--- src/verilog/cpu_bus_pkg.sv ---
// constants for the processor bus wait and interrupt entry block
package cpu_bus_pkg;
    localparam logic [15:0] VEC_LOW_ADDR  = 16'hff9f;
    localparam logic [15:0] VEC_HIGH_ADDR = 16'hff7f;
    localparam logic [15:0] STACK_PAGE    = 16'h0100;
    localparam logic [7:0]  SP_RESET      = 8'hff;
    localparam logic [7:0]  STATUS_RESET  = 8'h04;
    localparam int          MASK_BIT      = 2;
    localparam logic [15:0] PC_RESET      = 16'h0000;
    // phase counter: 4 clocks per bus phase, two phases per cycle
    localparam logic [1:0]  PHASE_LAST    = 2'h3;
    typedef enum logic [2:0] {
        ST_RUN, ST_PUSH_HI, ST_PUSH_LO, ST_PUSH_ST, ST_VEC_LO, ST_VEC_HI
    } seq_type;
endpackage

--- src/verilog/cpu_bus_wait_and_irq_entry.sv ---
// bus control, wait halt and maskable interrupt entry
`timescale 1ns/100ps
module cpu_bus_wait_and_irq_entry
    import cpu_bus_pkg::*;
(
    input  wire logic        clock,              // 125 mhz clock
    input  wire logic        resetn,             // sync reset, low
    input  wire logic        data_output_enable, // external driver enable
    input  wire logic        wait_n,             // wait input, low halts
    input  wire logic        irq_n,              // maskable request, low
    input  wire logic        insn_done,          // core: last insn cycle
    input  wire logic        core_write,         // core: cycle is a write
    input  wire logic [15:0] core_addr,          // core: address to drive
    input  wire logic [15:0] core_pc,            // core: program counter
    input  wire logic [7:0]  core_wdata,         // core: write data
    input  wire logic        mask_clear,         // core: software clears mask
    input  wire logic [7:0]  data_bus_in,        // data bus pin level
    output logic      [7:0]  data_bus_out,       // data bus drive value
    output logic             data_bus_oe,        // data bus drive enable
    output logic      [15:0] address_bus,        // address bus
    output logic             write_cycle,        // current cycle writes
    output logic             bus_released,       // buses free for dma
    output logic             phase_one_clock,    // phase one
    output logic             phase_two_clock,    // phase two
    output logic             core_advance,       // core may step cycle
    output logic             pc_load,            // vector load pulse
    output logic      [15:0] pc_vector,          // vector loaded value
    output logic      [7:0]  status_q_out        // status register
);
    import cpu_bus_pkg::*;

    logic doe_s, wait_s, irq_s;

    ////////////////////////////////////////////////////////////////
    // pin synchronisers
    pin_sync u_doe (.clock(clock), .resetn(resetn),
                    .pin(data_output_enable), .level(doe_s));
    pin_sync u_wait (.clock(clock), .resetn(resetn),
                     .pin(wait_n), .level(wait_s));
    pin_sync u_irq (.clock(clock), .resetn(resetn),
                    .pin(irq_n), .level(irq_s));

    ////////////////////////////////////////////////////////////////
    // phase generator: non-overlapping phases with a dead clock
    logic [1:0] div_q, div_d;
    logic       ph2_q, ph2_d;
    logic       ph2_end;
    always_comb begin
        div_d   = div_q + 2'h1;
        ph2_end = (div_q == PHASE_LAST) && ph2_q;
        ph2_d   = (div_q == PHASE_LAST) ? !ph2_q : ph2_q;
    end
    always_ff @(posedge clock) begin
        if (!resetn) begin
            div_q <= 2'h0;
            ph2_q <= 1'b0;
        end else begin
            div_q <= div_d;
            ph2_q <= ph2_d;
        end
    end

    ////////////////////////////////////////////////////////////////
    // wait halt, bus release, interrupt sequencing
    seq_type     seq_q, seq_d;
    logic        halt_q, halt_d;
    logic        pend_q, pend_d;
    logic [7:0]  sp_q, sp_d;
    logic [7:0]  st_q, st_d;
    logic [7:0]  vlo_q, vlo_d;
    logic        wr_d, adv_d, pcl_d, ba_d, p1_d, p2_d, oe_d;
    logic [15:0] addr_d, vec_d, pcl_vec_q;
    logic [7:0]  dout_d;
    logic        wr_q, adv_q, pcl_q, ba_q, p1_q, p2_q, oe_q;
    logic [15:0] addr_q;
    logic [7:0]  dout_q;
    logic        seq_wr;

    always_comb begin
        seq_d  = seq_q;
        halt_d = halt_q;
        pend_d = pend_q;
        sp_d   = sp_q;
        st_d   = st_q;
        vlo_d  = vlo_q;
        adv_d  = 1'b0;
        pcl_d  = 1'b0;
        vec_d  = pcl_vec_q;
        seq_wr = (seq_q == ST_PUSH_HI) || (seq_q == ST_PUSH_LO)
              || (seq_q == ST_PUSH_ST);
        wr_d   = (seq_q == ST_RUN) ? core_write : seq_wr;
        if (mask_clear)
            st_d[MASK_BIT] = 1'b0;
        // halt when wait low in phase one of non-write cycle
        if (!ph2_q && !wait_s && !wr_q)
            halt_d = 1'b1;
        // release only after a phase two with wait high
        if (ph2_end && wait_s)
            halt_d = 1'b0;
        // sample request in phase two, only with wait high
        if (ph2_end && wait_s)
            pend_d = !irq_s;
        // write cycles complete even with wait low
        if (ph2_end && !halt_q && (wait_s || wr_q)) begin
            case (seq_q)
            ST_RUN: begin
                adv_d = 1'b1;
                if (insn_done && pend_q && wait_s
                    && !st_q[MASK_BIT])
                    seq_d = ST_PUSH_HI;
            end
            ST_PUSH_HI: begin
                sp_d  = sp_q - 8'h01;
                seq_d = ST_PUSH_LO;
            end
            ST_PUSH_LO: begin
                sp_d  = sp_q - 8'h01;
                seq_d = ST_PUSH_ST;
            end
            ST_PUSH_ST: begin
                sp_d  = sp_q - 8'h01;
                st_d[MASK_BIT] = 1'b1;
                seq_d = ST_VEC_LO;
            end
            ST_VEC_LO: begin
                vlo_d = data_bus_in;
                seq_d = ST_VEC_HI;
            end
            ST_VEC_HI: begin
                pcl_d = 1'b1;
                vec_d = {data_bus_in, vlo_q};
                seq_d = ST_RUN;
            end
            default: seq_d = ST_RUN;
            endcase
        end
        case (seq_q)
        ST_PUSH_HI: addr_d = STACK_PAGE | {8'h00, sp_q};
        ST_PUSH_LO: addr_d = STACK_PAGE | {8'h00, sp_q};
        ST_PUSH_ST: addr_d = STACK_PAGE | {8'h00, sp_q};
        ST_VEC_LO:  addr_d = VEC_LOW_ADDR;
        ST_VEC_HI:  addr_d = VEC_HIGH_ADDR;
        default:    addr_d = core_addr;
        endcase
        // hold current fetch address while halted
        if (halt_q)
            addr_d = addr_q;
        case (seq_q)
        ST_PUSH_HI: dout_d = core_pc[15:8];
        ST_PUSH_LO: dout_d = core_pc[7:0];
        ST_PUSH_ST: dout_d = st_q;
        default:    dout_d = core_wdata;
        endcase
        // drive only on writes with external enable high
        oe_d = wr_q && doe_s;
        // released when wait low and not writing
        ba_d = !wait_s && !wr_q;
        p1_d = !ph2_q && (div_q != PHASE_LAST);
        p2_d = ph2_q && (div_q != PHASE_LAST);
        if (halt_q)
            wr_d = wr_q;
    end

    always_ff @(posedge clock) begin
        if (!resetn) begin
            seq_q     <= ST_RUN;
            halt_q    <= 1'b0;
            pend_q    <= 1'b0;
            sp_q      <= SP_RESET;
            st_q      <= STATUS_RESET;
            vlo_q     <= 8'h00;
            pcl_vec_q <= PC_RESET;
            wr_q      <= 1'b0;
            adv_q     <= 1'b0;
            pcl_q     <= 1'b0;
            ba_q      <= 1'b0;
            p1_q      <= 1'b0;
            p2_q      <= 1'b0;
            oe_q      <= 1'b0;
            addr_q    <= PC_RESET;
            dout_q    <= 8'h00;
        end else begin
            seq_q     <= seq_d;
            halt_q    <= halt_d;
            pend_q    <= pend_d;
            sp_q      <= sp_d;
            st_q      <= st_d;
            vlo_q     <= vlo_d;
            pcl_vec_q <= vec_d;
            wr_q      <= wr_d;
            adv_q     <= adv_d;
            pcl_q     <= pcl_d;
            ba_q      <= ba_d;
            p1_q      <= p1_d;
            p2_q      <= p2_d;
            oe_q      <= oe_d;
            addr_q    <= addr_d;
            dout_q    <= dout_d;
        end
    end

    assign data_bus_out    = dout_q;
    assign data_bus_oe     = oe_q;
    assign address_bus     = addr_q;
    assign write_cycle     = wr_q;
    assign bus_released    = ba_q;
    assign phase_one_clock = p1_q;
    assign phase_two_clock = p2_q;
    assign core_advance    = adv_q;
    assign pc_load         = pcl_q;
    assign pc_vector       = pcl_vec_q;
    assign status_q_out    = st_q;

    ////////////////////////////////////////////////////////////////
    // assertions
    read_no_drive_a: assert property (@(posedge clock) disable iff (!resetn)
        !wr_q |=> !oe_q) else $error("driver on in read");
    oe_follows_a: assert property (@(posedge clock) disable iff (!resetn)
        oe_q |-> $past(doe_s)) else $error("driver without enable");
    release_eq_a: assert property (@(posedge clock) disable iff (!resetn)
        ##1 ba_q == $past(!wait_s && !wr_q))
        else $error("bus released mismatch");
    halt_hold_a: assert property (@(posedge clock) disable iff (!resetn)
        halt_q && $past(halt_q) |-> $stable(addr_q))
        else $error("address moved while halted");
    no_adv_halt_a: assert property (@(posedge clock) disable iff (!resetn)
        halt_q |=> !adv_q) else $error("advance while halted");
    mask_set_a: assert property (@(posedge clock) disable iff (!resetn)
        seq_q == ST_PUSH_ST && seq_d == ST_VEC_LO |=> st_q[MASK_BIT])
        else $error("mask not set");
    masked_idle_a: assert property (@(posedge clock) disable iff (!resetn)
        seq_q == ST_RUN && st_q[MASK_BIT] |=> seq_q == ST_RUN)
        else $error("entry while masked");
    vec_addr_a: assert property (@(posedge clock) disable iff (!resetn)
        seq_q == ST_VEC_HI && !halt_q |=> addr_q == VEC_HIGH_ADDR)
        else $error("wrong vector address");
    no_overlap_a: assert property (@(posedge clock) disable iff (!resetn)
        !(p1_q && p2_q)) else $error("phases overlap");
    entry_cov: cover property (@(posedge clock) disable iff (!resetn)
        pcl_q);
    halt_cov: cover property (@(posedge clock) disable iff (!resetn)
        $rose(halt_q));
    release_cov: cover property (@(posedge clock) disable iff (!resetn)
        $rose(ba_q));
endmodule // cpu_bus_wait_and_irq_entry

--- src/verilog/pin_sync.sv ---
// three-stage pin synchroniser with agreement check
`timescale 1ns/100ps
module pin_sync (
    input  wire logic clock,   // system clock
    input  wire logic resetn,  // synchronous reset, low active
    input  wire logic pin,     // asynchronous pin
    output logic      level    // filtered level
);
    logic s1_q, s2_q, s3_q, lvl_q;
    logic s1_d, s2_d, s3_d, lvl_d;
    // shift in and accept change when stages two and three agree
    always_comb begin
        s1_d  = pin;
        s2_d  = s1_q;
        s3_d  = s2_q;
        lvl_d = (s2_q == s3_q) ? s3_q : lvl_q;
    end
    always_ff @(posedge clock) begin
        if (!resetn) begin
            s1_q  <= 1'b1;
            s2_q  <= 1'b1;
            s3_q  <= 1'b1;
            lvl_q <= 1'b1;
        end else begin
            s1_q  <= s1_d;
            s2_q  <= s2_d;
            s3_q  <= s3_d;
            lvl_q <= lvl_d;
        end
    end
    assign level = lvl_q;
endmodule // pin_sync

--- config.mk ---
export PLATFORM = sky130hd
export DESIGN_NAME = cpu_bus_wait_and_irq_entry
export DESIGN_NICKNAME = d
export VERILOG_FILES = /design/src/verilog/cpu_bus_pkg.sv /design/src/verilog/cpu_bus_wait_and_irq_entry.sv /design/src/verilog/pin_sync.sv
export SDC_FILE = /design/constraint.sdc
export NUM_CORES = 1
export LEC_CHECK = 0
export BUFFER_PORTS_ARGS = -buffer_cell sky130_fd_sc_hd__buf_2
export CORE_ASPECT_RATIO = 1.2
export CORE_MARGIN = 3
export CORE_UTILIZATION = 25
export DETAILED_ROUTE_END_ITERATION = 8
export PLACE_DENSITY = 0.48
export SYNTH_ARGS = -nofsm -noshare
export SYNTH_HDL_FRONTEND = slang
export SYNTH_SLANG_ARGS = --single-unit
--- constraint.sdc ---
create_clock -name clock -period 4.1 [get_ports clock]
set_clock_uncertainty 0.2 [all_clocks]
set_input_delay 0.41 -clock clock [delete_from_list [all_inputs] [get_ports clock]]
set_output_delay 0.41 -clock clock [all_outputs]
set_load 0.01 [all_outputs]
==> run summary, run 1 <==
Outcome: finished, final reports clean
Power per standard cell area: 408.7 nW/um^2
Final hold violation count: 0
Levels on crit path: 4
CP Launch Type: register
Least-Margin Pin Slew: 1.223 ns
Setup TNS Final: 0 ns
CTS Hold Bufs: 0
M3 GR Usage: 2.726%
Cell breakdown of the critical path: o21bai_1 > nor3_1 > nand4_1 > a21o_1
Max rail drop VDD: 168.3 uV
Static Leak: 0.001773 uW
Post-synthesis mux area share: 3.309%
Mapped cell area: 3366 um^2
DR vias: 3031
Vias per cell: 4.707
First-pass GRT wire length: 15.04 mm
CTS root buf: clkbuf_16
Die ar.: 14900 um^2
Core ar.: 12890 um^2
Warnings from Yosys: 0
FILL cells: 1365
CTS Buffer Depth: 2
XOR/XNOR share of the synthesized area: 0.5204%
Largest family of logic cells by synthesized area: compound AO/OA/AOI/OAI gates
RSZ-0062 raised after global routing: false
CTS H-Tree Depth: 3
Share of cells above drive strength 1: 26.67%
Die width: 111.9 um
Tcrit/Tclk final: 67.66%
Clock Sinks: 84
Post-synth top cells: dfxtp_1, o21ai_0, nand2_1
Routed len/inst: 14.22 um
Worst relative slew slack: 17.82%
Initial core utilization: 26.10%
Prevailing post-synth register cell: dfxtp_1
Syn_area_per_cell: 8.675 um^2
Max FO, Critical Path: 19
DP Wirelength: 6.549 mm
#FFs+latches synth: 84
CP peak stage delay: 1.04 ns
Die Height: 133.1 um
Resized Gates After CTS: 0
Pin count of the biggest net entering global routing: 44
Nets: 533
Layout Utilization: 32.88%
Row count: 45
CTS tree: yes
WL final: 9.159 mm
Antenna diode count: 0
CTS clk-pin slew, worst paths: 0.06 ns
Hold WS: 0.05052 ns
Met1 Use GR: 16.46%
Max-slew violations: 0
Initial antenna violation count: 0
Maxcap violations: 0
Sequential Area: 1682 um^2
Tmin final: 2.774 ns
Total CTS buffers: 9
Seq/Total Area, Yosys: 49.96%
Top area cells in the synthesized netlist: dfxtp_1, o21ai_0, a21oi_1, nand2_1, nand3_1
Post-synthesis compound-gate area fraction: 19.70%
Post-synth top area cell: dfxtp_1
Grt peak-use layer: met2
WP data required: 4.13 ns
Clk Latency, worst-skew pair: 0.33 ns
WP data arrival: 2.80 ns
Post-synthesis cell count: 388
CP Capture Type: register
Crit-path slowest cell: nor3_1
Met2 global-route usage: 19.67%
Total Routing Usage GR: 12.37%
Layout area overhead: 25.95%
WS Path Type: reg -> reg
Grt ovf: 0
Multi-input gate area: 1508 um^2
Count of cell types in the netlist: 49
Bufs and invs on worst path: 0
WHS Path Cells: 2
Most common cell in the netlist: dfxtp_1
Simple-Gate Fraction of Synth Area: 19.59%
Final setup viols: 0
Fmax: 360.5 MHz
Starting DRC count in detailed routing: 147
RD Place Congestion: 0.7253
Vias in the first global route: 2874
DR DRC count: 0
Pre-antenna DRT Iters: 4
Post-synth top area share: 49.96%
Final ANT Viol Nets: 0
Area share of fa/ha/maj cells after synthesis: 0.7435%
CP top delay family: simple AND/OR/NAND/NOR gates
I/O Buffers: 103
Asr flop ratio synth: 0%
Hold Crit Class: in -> reg
EDFF count, synth: 0
Io pins: 111
R2R cell count: 4
Setup Fix Bufs, Post-CTS: 0
-- metrics by stage --
| step | power, uW | cell area [um^2] | worst slack [ns] | cells |
|---|---|---|---|---|
| floorplan | 921.1 | 3388 | 2.230 | 394 |
| global placement | 972.0 | 3951 | 1.453 | 628 |
| detailed placement | 972.5 | 3951 | 1.355 | 628 |
| CTS | 1758 | 4239 | 1.347 | 644 |
| global route | 1802 | 4239 | 1.035 | 644 |
| finish | 1733 | 4239 | 1.326 | 644 |
-- flip-flops by register name, indices dropped and copies added (netlist names), 2 cells and up --
name	flops
address_bus	16
seq_q	3
data_bus_out	8
div_q	2
pc_vector	16
vlo_q	8
sp_q	8
-- worst paths after layout --
check / start / end / slack, ns
max: seq_q[2] / sp_q[7] / 1.33
min: irq_n / u_irq.s1_q / 0.05
max reg2reg: seq_q[2] / sp_q[7] / 1.33
min reg2reg: u_wait.s1_q / u_wait.s2_q / 0.21
-- layout make-up --
| type | count | area share, % |
|---|---|---|
| sequential | 84 | 39.67 |
| multi-input combinational | 268 | 35.57 |
| timing repair buffer | 105 | 12.51 |
| clock buffer | 12 | 6.051 |
| tap | 164 | 4.841 |
| clock inverter | 4 | 0.7379 |
| inverter | 7 | 0.6198 |
-- logic make-up (layout without fill, tap and decap cells) --
| group | after synthesis | after routing |
|---|---|---|
| AND/OR/NAND/NOR | 133 | 133 |
| AO/OA/AOI/OAI | 113 | 113 |
| flip-flops | 84 | 84 |
| buffers and inverters | 42 | 128 |
| multiplexers | 11 | 11 |
| adder cells (fa/ha/maj) | 2 | 2 |
| XOR/XNOR | 2 | 2 |
| other | 1 | 7 |
-- where the power goes --
part	internal (uW)	switching [uW]	leakage (uW)
registers	838	11.6	0.000687
logic	46.6	56.5	0.000943
clock network	448	331	0.000144
-- cell usage in the layout (no fill, tap or decap), drive strengths merged, types with 2 or more instances in the layout --
cell type  count
a21oi         33
a31oi          3
and2           3
and3           7
buf          105
clkbuf        12
clkinv         4
conb           7
dfxtp         84
ha             2
inv            7
mux2i         10
nand2         38
nand2b        11
nand3         26
nor2          23
nor2b          3
nor3           9
nor4           5
o211ai         2
o21ai         48
o21bai         9
o221a          2
o221ai         2
o31ai          5
or3            2
xnor2          2
-- layer usage --
layer  part of all wire [%]  up-vias
met3                    5.5        8
met4                    1.3        0
met1                     47     1402
met2                     47       90
li1                       -     1531
met5                      0        -
Power figures use the tool's default switching activity.
==> run 2, diff against run 1 <==
--- a/config.mk
+++ b/config.mk
@@ -5,12 +5,13 @@
 export SDC_FILE = /design/constraint.sdc
 export NUM_CORES = 1
 export LEC_CHECK = 0
+export ABC_AREA = 1
 export BUFFER_PORTS_ARGS = -buffer_cell sky130_fd_sc_hd__buf_2
 export CORE_ASPECT_RATIO = 1.2
 export CORE_MARGIN = 3
 export CORE_UTILIZATION = 25
 export DETAILED_ROUTE_END_ITERATION = 8
-export PLACE_DENSITY = 0.48
+export PLACE_DENSITY = 0.5
 export SYNTH_ARGS = -nofsm -noshare
 export SYNTH_HDL_FRONTEND = slang
 export SYNTH_SLANG_ARGS = --single-unit
==> constraint.sdc (replaced) <==
create_clock -name clock -period 2.55 [get_ports clock]
set_clock_uncertainty 0.2 [all_clocks]
set_input_delay 0.255 -clock clock [delete_from_list [all_inputs] [get_ports clock]]
set_output_delay 0.255 -clock clock [all_outputs]
set_load 0.01 [all_outputs]
==> run 2 against run 1 <==
  * First-iteration DRC count shrank 6.1%
  * Global-route usage grew 0.43 points
  * Largest power group unchanged
  * Non-clock buffer count grew 33
  * Sequential power grew 61%
  * Worst hold slack lost 0.044 ns
  * Worst setup slack lost 1.1 ns
  * Critical endpoint is now data_bus_out[7]
  * Final cell count grew 13%
  * Largest cell class unchanged
  * Synthesized cell count grew 11%
==> run summary, run 2 <==
Post-synth top cells: dfxtp_1, nor2_1, nand2_1
Hold Path End: pc_vector[15]
Worst relative slew slack: 61.61% (+44 points)
I/O Buffers: 103 (unchanged)
Pwr Total: 2878 uW (+66%)
Commonest non-fill, non-tap cell in the layout: buf_2
Warnings from Yosys: 0 (unchanged)
CTS clk-pin slew, worst paths: 0.06 ns (about the same)
WP data arrival: 2.43 ns (-0.37 ns)
Nets: 617 (+16%)
Pre-antenna DRT Iters: 4 (unchanged)
FILL cells: 1377 (+0.88%)
Outcome: finished, final reports clean
Row count: 45 (unchanged)
Post-synth top area cell: dfxtp_1
Clock Sinks: 84 (unchanged)
Syn_area_per_cell: 7.752 um^2 (-11%)
Post-synthesis cell count: 429 (+11%)
CP top delay family: simple AND/OR/NAND/NOR gates
Antenna diode count: 0 (unchanged)
Initial core utilization: 25.91% (-0.20 points)
Max-slew violations: 0 (unchanged)
Multi-input gate area: 1418 um^2 (-6.0%)
Total CTS buffers: 9 (unchanged)
Most used cell, CP: nand2_1
WP data required: 2.63 ns (-1.50 ns)
CP Launch Type: register
Clk Latency, worst-skew pair: 0.34 ns (about the same)
R2R cell count: 6 (+2)
WHS Path Cells: 3 (+1)
DP Wirelength: 6.817 mm (+4.1%)
Fmax: 426.3 MHz (+18%)
Starting DRC count in detailed routing: 138 (-6.1%)
Max FO, Critical Path: 11 (-8)
Sequential Area: 1682 um^2 (unchanged)
Asr flop ratio synth: 0% (unchanged)
Io pins: 111 (unchanged)
First-pass GRT wire length: 15.31 mm (+1.8%)
Routed len/inst: 12.70 um (-11%)
CP peak stage delay: 0.55 ns (-0.49 ns)
Commonest cells after routing, fill and taps aside: buf_2, dfxtp_1, nor2_1, nand2_1, o21ai_0
Reg2reg setup slack: 0.20 ns (-1.12 ns)
Design Area, Final: 4561 um^2 (+7.6%)
Prevailing post-synth register cell: dfxtp_1
Die ar.: 14730 um^2 (-1.1%)
Core ar.: 12840 um^2 (-0.44%)
Resized Gates After CTS: 0 (unchanged)
Setup Fix Bufs, Post-CTS: 0 (unchanged)
WL final: 9.244 mm (+0.93%)
Vias in the first global route: 3174 (+10%)
Final hold violation count: 0 (unchanged)
Final ANT Viol Nets: 0 (unchanged)
Mapped cell area: 3326 um^2 (-1.2%)
Pin count of the biggest net entering global routing: 33 (-25%)
Post-Place Setup Slack: 0.6784 ns (-0.6770 ns)
WS Path Type: reg -> reg
Maxcap violations: 0 (unchanged)
Vias per cell: 4.383 (-6.9%)
#FFs+latches synth: 84 (unchanged)
RD Place Congestion: 0.8454 (+17%)
Bufs and invs on worst path: 2 (+2)
DP Cell Count: 680 (+8.3%)
DR DRC count: 0 (unchanged)
PnR worst setup slack: 0.2041 ns (-1.122 ns)
Post-synth top area share: 50.56% (+0.60 points)
Die width: 111.3 um (-0.56%)
Cell Count, Final, Fillers Out: 728 (+13%)
Top area cells in the synthesized netlist: dfxtp_1, nor2_1, o21ai_0, nand2_1, a21oi_1
EDFF count, synth: 0 (unchanged)
Final setup viols: 0 (unchanged)
CP Capture Type: register
Cell breakdown of the critical path: inv_2 > nand2_1 > nor2_1 > nand2_1 > a21oi_1 > dlygate4sd3_1
Most common cell in the netlist: dfxtp_1
Hold Crit Class: in -> reg
RSZ-0062 raised after global routing: false
CTS H-Tree Depth: 3 (unchanged)
Count of cell types in the netlist: 33 (-33%)
Setup TNS Final: 0 ns (unchanged)
Layout area overhead: 37.13%
DR vias: 3191 (+5.3%)
Max rail drop VDD: 282.2 uV (+68%)
Initial antenna violation count: 0 (unchanged)
Placed cell areas: 3945 um^2 (-0.16%)
CTS root buf: clkbuf_16
CTS tree: yes
Die Height: 132.3 um (-0.57%)
Tcrit/Tclk final: 92.00% (+24 points)
Seq/Total Area, Yosys: 50.56% (+0.60 points)
RR Startpoint: seq_q[2]
Total Routing Usage GR: 12.80% (+0.43 points)
Tmin final: 2.346 ns (-0.4280 ns)
Static Leak: 0.002126 uW (+20%)
Share of cells above drive strength 1: 25.53% (-1.1 points)
Least-Margin Pin Slew: 0.5758 ns (-0.6475 ns)
Grt ovf: 0 (unchanged)
Crit-path slowest cell: dlygate4sd3_1
CTS Buffer Depth: 2 (unchanged)
CTS Hold Bufs: 32 (+32)
Power per standard cell area: 631.1 nW/um^2 (+54%)
Hold path start: data_bus_in[7]
R2R Path End: data_bus_out[7]
==> run 2: cell types whose count changed after synthesis, moves of 5 or more <==
| cell | change |
|---|---|
| nand2_1 | +21 |
| mux2i_1 | -10 |
| nand3_1 | -8 |
| or2_2 | +9 |
| and3_1 | -7 |
| a21oi_1 | +10 |
| nand2b_1 | -11 |
| o21ai_1 | +12 |
| clkbuf_1 | -12 |
| o31ai_1 | -5 |
| inv_1 | +16 |
| o21bai_1 | -9 |
| nor2_1 | +50 |
==> run 2: tightest hold or removal path, cell delays in order <==
cell and delay [ns]:
buf_2 0.09, o21ai_0 0.08, nor2_1 0.08
==> run 2: area by class of cell <==
cell class	count	area share (%)
clock buffers	12	5.405
clock inverters	4	1.070
inverters	26	2.250
multi-input cells	300	31.08
flip-flops and latches	84	36.87
well taps	164	4.499
repair buffers	138	18.82
==> run 2: metrics by stage <==
| step | hold WS (ns) | utilization (%) |
|---|---|---|
| finish | 0.006866 | 35.53 |
| detailed placement | 0.1987 | 30.73 |
| floorplan | 0.1616 | - |
| global route | 0.009070 | 35.53 |
| global placement | 0.1958 | 30.73 |
| CTS | 0.001027 | 35.53 |
==> run 2: worst max path at each step <==
stage,startpoint,end,slack (ns),cells after the start
2_1_floorplan,div_q[0],pc_vector[10],0.99,7
3_3_place_gp,halt_q,vlo_q[7],0.73,6
3_5_place_dp,halt_q,pc_vector[1],0.68,6
4_1_cts,seq_q[2],data_bus_out[1],0.24,6
5_1_grt,seq_q[2],data_bus_out[1],0.01,6
6_report,seq_q[2],data_bus_out[7],0.20,6
==> run 2: cells by family (layout without fill, tap and decap cells) <==
| family | after synthesis | in the layout | synth area share (%) |
|---|---|---|---|
| AOI/OAI and AO/OA | 110 | 110 | 16.74 |
| xor gates and xnor gates | 3 | 3 | 0.7902 |
| adders and majority gates | 2 | 2 | 0.7523 |
| buffers and inverters | 51 | 180 | 7.487 |
| DFF | 84 | 84 | 50.56 |
| other | 1 | 7 | 0.1128 |
| and+or+nand+nor | 178 | 178 | 23.55 |
==> run 2: report_power, final <==
part / total (uW) / internal (uW) / switching [uW] / leakage [uW]
clock: 1300 / 785 / 520 / 0.000147
combinational: 208 / 109 / 99.5 / 0.00129
sequential: 1370 / 1350 / 17.1 / 0.000687
==> run 2: routing by layer <==
metal / track usage, % / wire, um / vias up
met3: 2.525 / 354 / 19
met2: 22.10 / 4675 / 62
met1: 15.13 / 3972 / 1456
li1: - / - / 1654
met5: 0 / 0 / -
met4: 6.220 / 241 / 0
==> run 3, diff against run 2 <==
--- a/config.mk
+++ b/config.mk
@@ -8,7 +8,6 @@
 export ABC_AREA = 1
 export BUFFER_PORTS_ARGS = -buffer_cell sky130_fd_sc_hd__buf_2
 export CORE_ASPECT_RATIO = 1.2
-export CORE_MARGIN = 3
 export CORE_UTILIZATION = 25
 export DETAILED_ROUTE_END_ITERATION = 8
 export PLACE_DENSITY = 0.5
==> run 3 against run 2 <==
  * Global-route usage grew 1.2 points
  * Via count grew 1.6%
  * Worst setup slack gained 0.093 ns
  * Maximum frequency grew 4.1%
  * Total power shrank 3.0%
  * Largest power group unchanged
  * Highest routed layer unchanged
==> run summary, run 3 (synthesis results as in run 2) <==
Tcrit/Tclk final: 88.36% (-3.6 points)
Layout area overhead: 38.04%
RD Place Congestion: 0.8429 (-0.30%)
Power per standard cell area: 608.1 nW/um^2 (-3.6%)
Nets: 621 (+0.65%)
Final setup viols: 0 (unchanged)
CTS clk-pin slew, worst paths: 0.06 ns (about the same)
Row count: 45 (unchanged)
First-pass GRT wire length: 14.90 mm (-2.7%)
Commonest non-fill, non-tap cell in the layout: buf_2
Final hold violation count: 0 (unchanged)
Total Routing Usage GR: 13.99% (+1.2 points)
CTS H-Tree Depth: 3 (unchanged)
CP Capture Type: register
RSZ-0062 raised after global routing: false
Setup Fix Bufs, Post-CTS: 0 (unchanged)
DP Wirelength: 6.586 mm (-3.4%)
Int Power: 2149 uW (-4.1%)
CTS Buffer Depth: 2 (unchanged)
NetSw: 642.7 uW (+1.0%)
Pin count of the biggest net entering global routing: 43 (+30%)
Met1 Use GR: 15.66% (+0.53 points)
Hold WS: 0.003997 ns (-0.002869 ns)
Clk Latency, worst-skew pair: 0.34 ns (about the same)
Total CTS buffers: 9 (unchanged)
Routed len/inst: 12.47 um (-1.8%)
Core ar.: 12840 um^2 (unchanged)
Max FO, Critical Path: 26 (+15)
CP Launch Type: register
Sw frac: 23.02% (+0.91 points)
Met2 global-route usage: 24.40% (+2.3 points)
Maxcap violations: 0 (unchanged)
Die width: 107.3 um (-3.6%)
WL final: 9.140 mm (-1.1%)
Proportion of power drawn by flip-flops and latches: 48.9% (+1.5 points)
Grt ovf: 0 (unchanged)
Commonest cells after routing, fill and taps aside: buf_2, dfxtp_1, nor2_1, nand2_1, o21ai_0
DR vias: 3243 (+1.6%)
Initial core utilization: 25.91% (unchanged)
Pre-antenna DRT Iters: 4 (unchanged)
Tmin final: 2.253 ns (-0.09278 ns)
Static Leak: 0.002132 uW (+0.26%)
Share of cells above drive strength 1: 25.70% (+0.17 points)
Clock Sinks: 84 (unchanged)
FILL cells: 1385 (+0.58%)
Combinational power share: 7.6% (+0.4 points)
Max rail drop VDD: 247.8 uV (-12%)
WP data required: 2.57 ns (-0.06 ns)
Fmax: 443.8 MHz (+4.1%)
WP data arrival: 2.27 ns (-0.16 ns)
Final ANT Viol Nets: 0 (unchanged)
Io pins: 111 (unchanged)
WHS Path Cells: 3 (unchanged)
Setup TNS Final: 0 ns (unchanged)
Hold Crit Class: in -> reg
I/O Buffers: 103 (unchanged)
Grt peak-use layer: met2
Vias in the first global route: 3204 (+0.95%)
Worst relative slew slack: 60.22% (-1.4 points)
DR DRC count: 0 (unchanged)
Vias per cell: 4.424 (+0.94%)
Layout Utilization: 35.76% (+0.23 points)
WS Path Type: reg -> reg
CTS tree: yes
CTS root buf: clkbuf_16
Max-slew violations: 0 (unchanged)
Initial antenna violation count: 1 (+1)
Least-Margin Pin Slew: 0.5966 ns (+0.02085 ns)
M3 GR Usage: 2.482% (-0.043 points)
Die ar.: 13770 um^2 (-6.5%)
Starting DRC count in detailed routing: 173 (+25%)
R2R cell count: 6 (unchanged)
Clk network pwr share: 43.5% (-1.8 points)
Outcome: finished, final reports clean
Die Height: 128.3 um (-3.0%)
-- run 3: cell count changes in the layout (fill, tap and decap cells not counted), sizes merged --
cell / previous run / this run
dlygate4sd3: 32 / 36
clkbuf: 12 / 11
clkinvlp: 0 / 2
diode: 0 / 1
bufinv: 1 / 0
-- run 3: stage by stage --
| step | instance area, um^2 | setup slack (ns) | cells | total power (uW) |
|---|---|---|---|---|
| after floorplan | 3348 | 0.9860 | 435 | 1481 |
| after global placement | 3945 | 0.7049 | 680 | 1565 |
| after global routing | 4591 | 0.1494 | 733 | 2921 |
| final | 4591 | 0.2969 | 733 | 2792 |
| after CTS | 4586 | 0.2432 | 732 | 2835 |
| after detailed placement | 3945 | 0.6763 | 680 | 1565 |
-- run 3: power groups by stage --
stage | clock network (uW) | registers [uW] | logic [uW]
after floorplan | 0 | 1400 | 76.4
after global placement | 0 | 1390 | 171
after detailed placement | 0 | 1390 | 171
after CTS | 1260 | 1370 | 214
after global routing | 1320 | 1370 | 237
final | 1210 | 1370 | 213
-- run 3: path summary, 6_finish.rpt --
| path | slack (ns) | endpoint | from |
|---|---|---|---|
| worst max-delay path | 0.30 | data_bus_out[6] | seq_q[0] |
| worst min-delay path | 0.004 | pc_vector[15] | data_bus_in[7] |
| worst max register to register | 0.30 | data_bus_out[6] | seq_q[0] |
| worst min register to register | 0.21 | u_doe.s2_q | u_doe.s1_q |
-- run 3: worst max-delay path: stages (launching register included) --
cell           delay [ns]
dfxtp_1              0.46
inv_1                0.11
nand2_1              0.13
nand2_2              0.31
a21oi_1              0.26
a21oi_1              0.09
dlygate4sd3_1        0.56
-- run 3: repair_timing --
action / 4_1_cts / 5_1_grt
endpoints found under the hold margin: 34 / 0
setup endpoints to repair: 0 / 3
hold buffers: 36 / 0
resized for setup: 0 / 1
-- run 3: cell type report --
type	count	area (um^2)	share of cell area, %
Antenna cell	1	2.502	0.05451
Clock buffer	11	242.7	5.288
Clock inverter	5	37.54	0.8177
Inverter	26	102.6	2.235
Multi-Input combinational cell	300	1420	30.93
Sequential cell	84	1682	36.63
Tap cell	164	205.2	4.470
Timing Repair Buffer	142	898.4	19.57
-- run 3: per-layer routing --
layer / part of all wire [%] / wire [um]
met5: 0 / 0
met4: 3.6 / 327
met1: 43 / 3894
met2: 50 / 4537
met3: 4.2 / 380
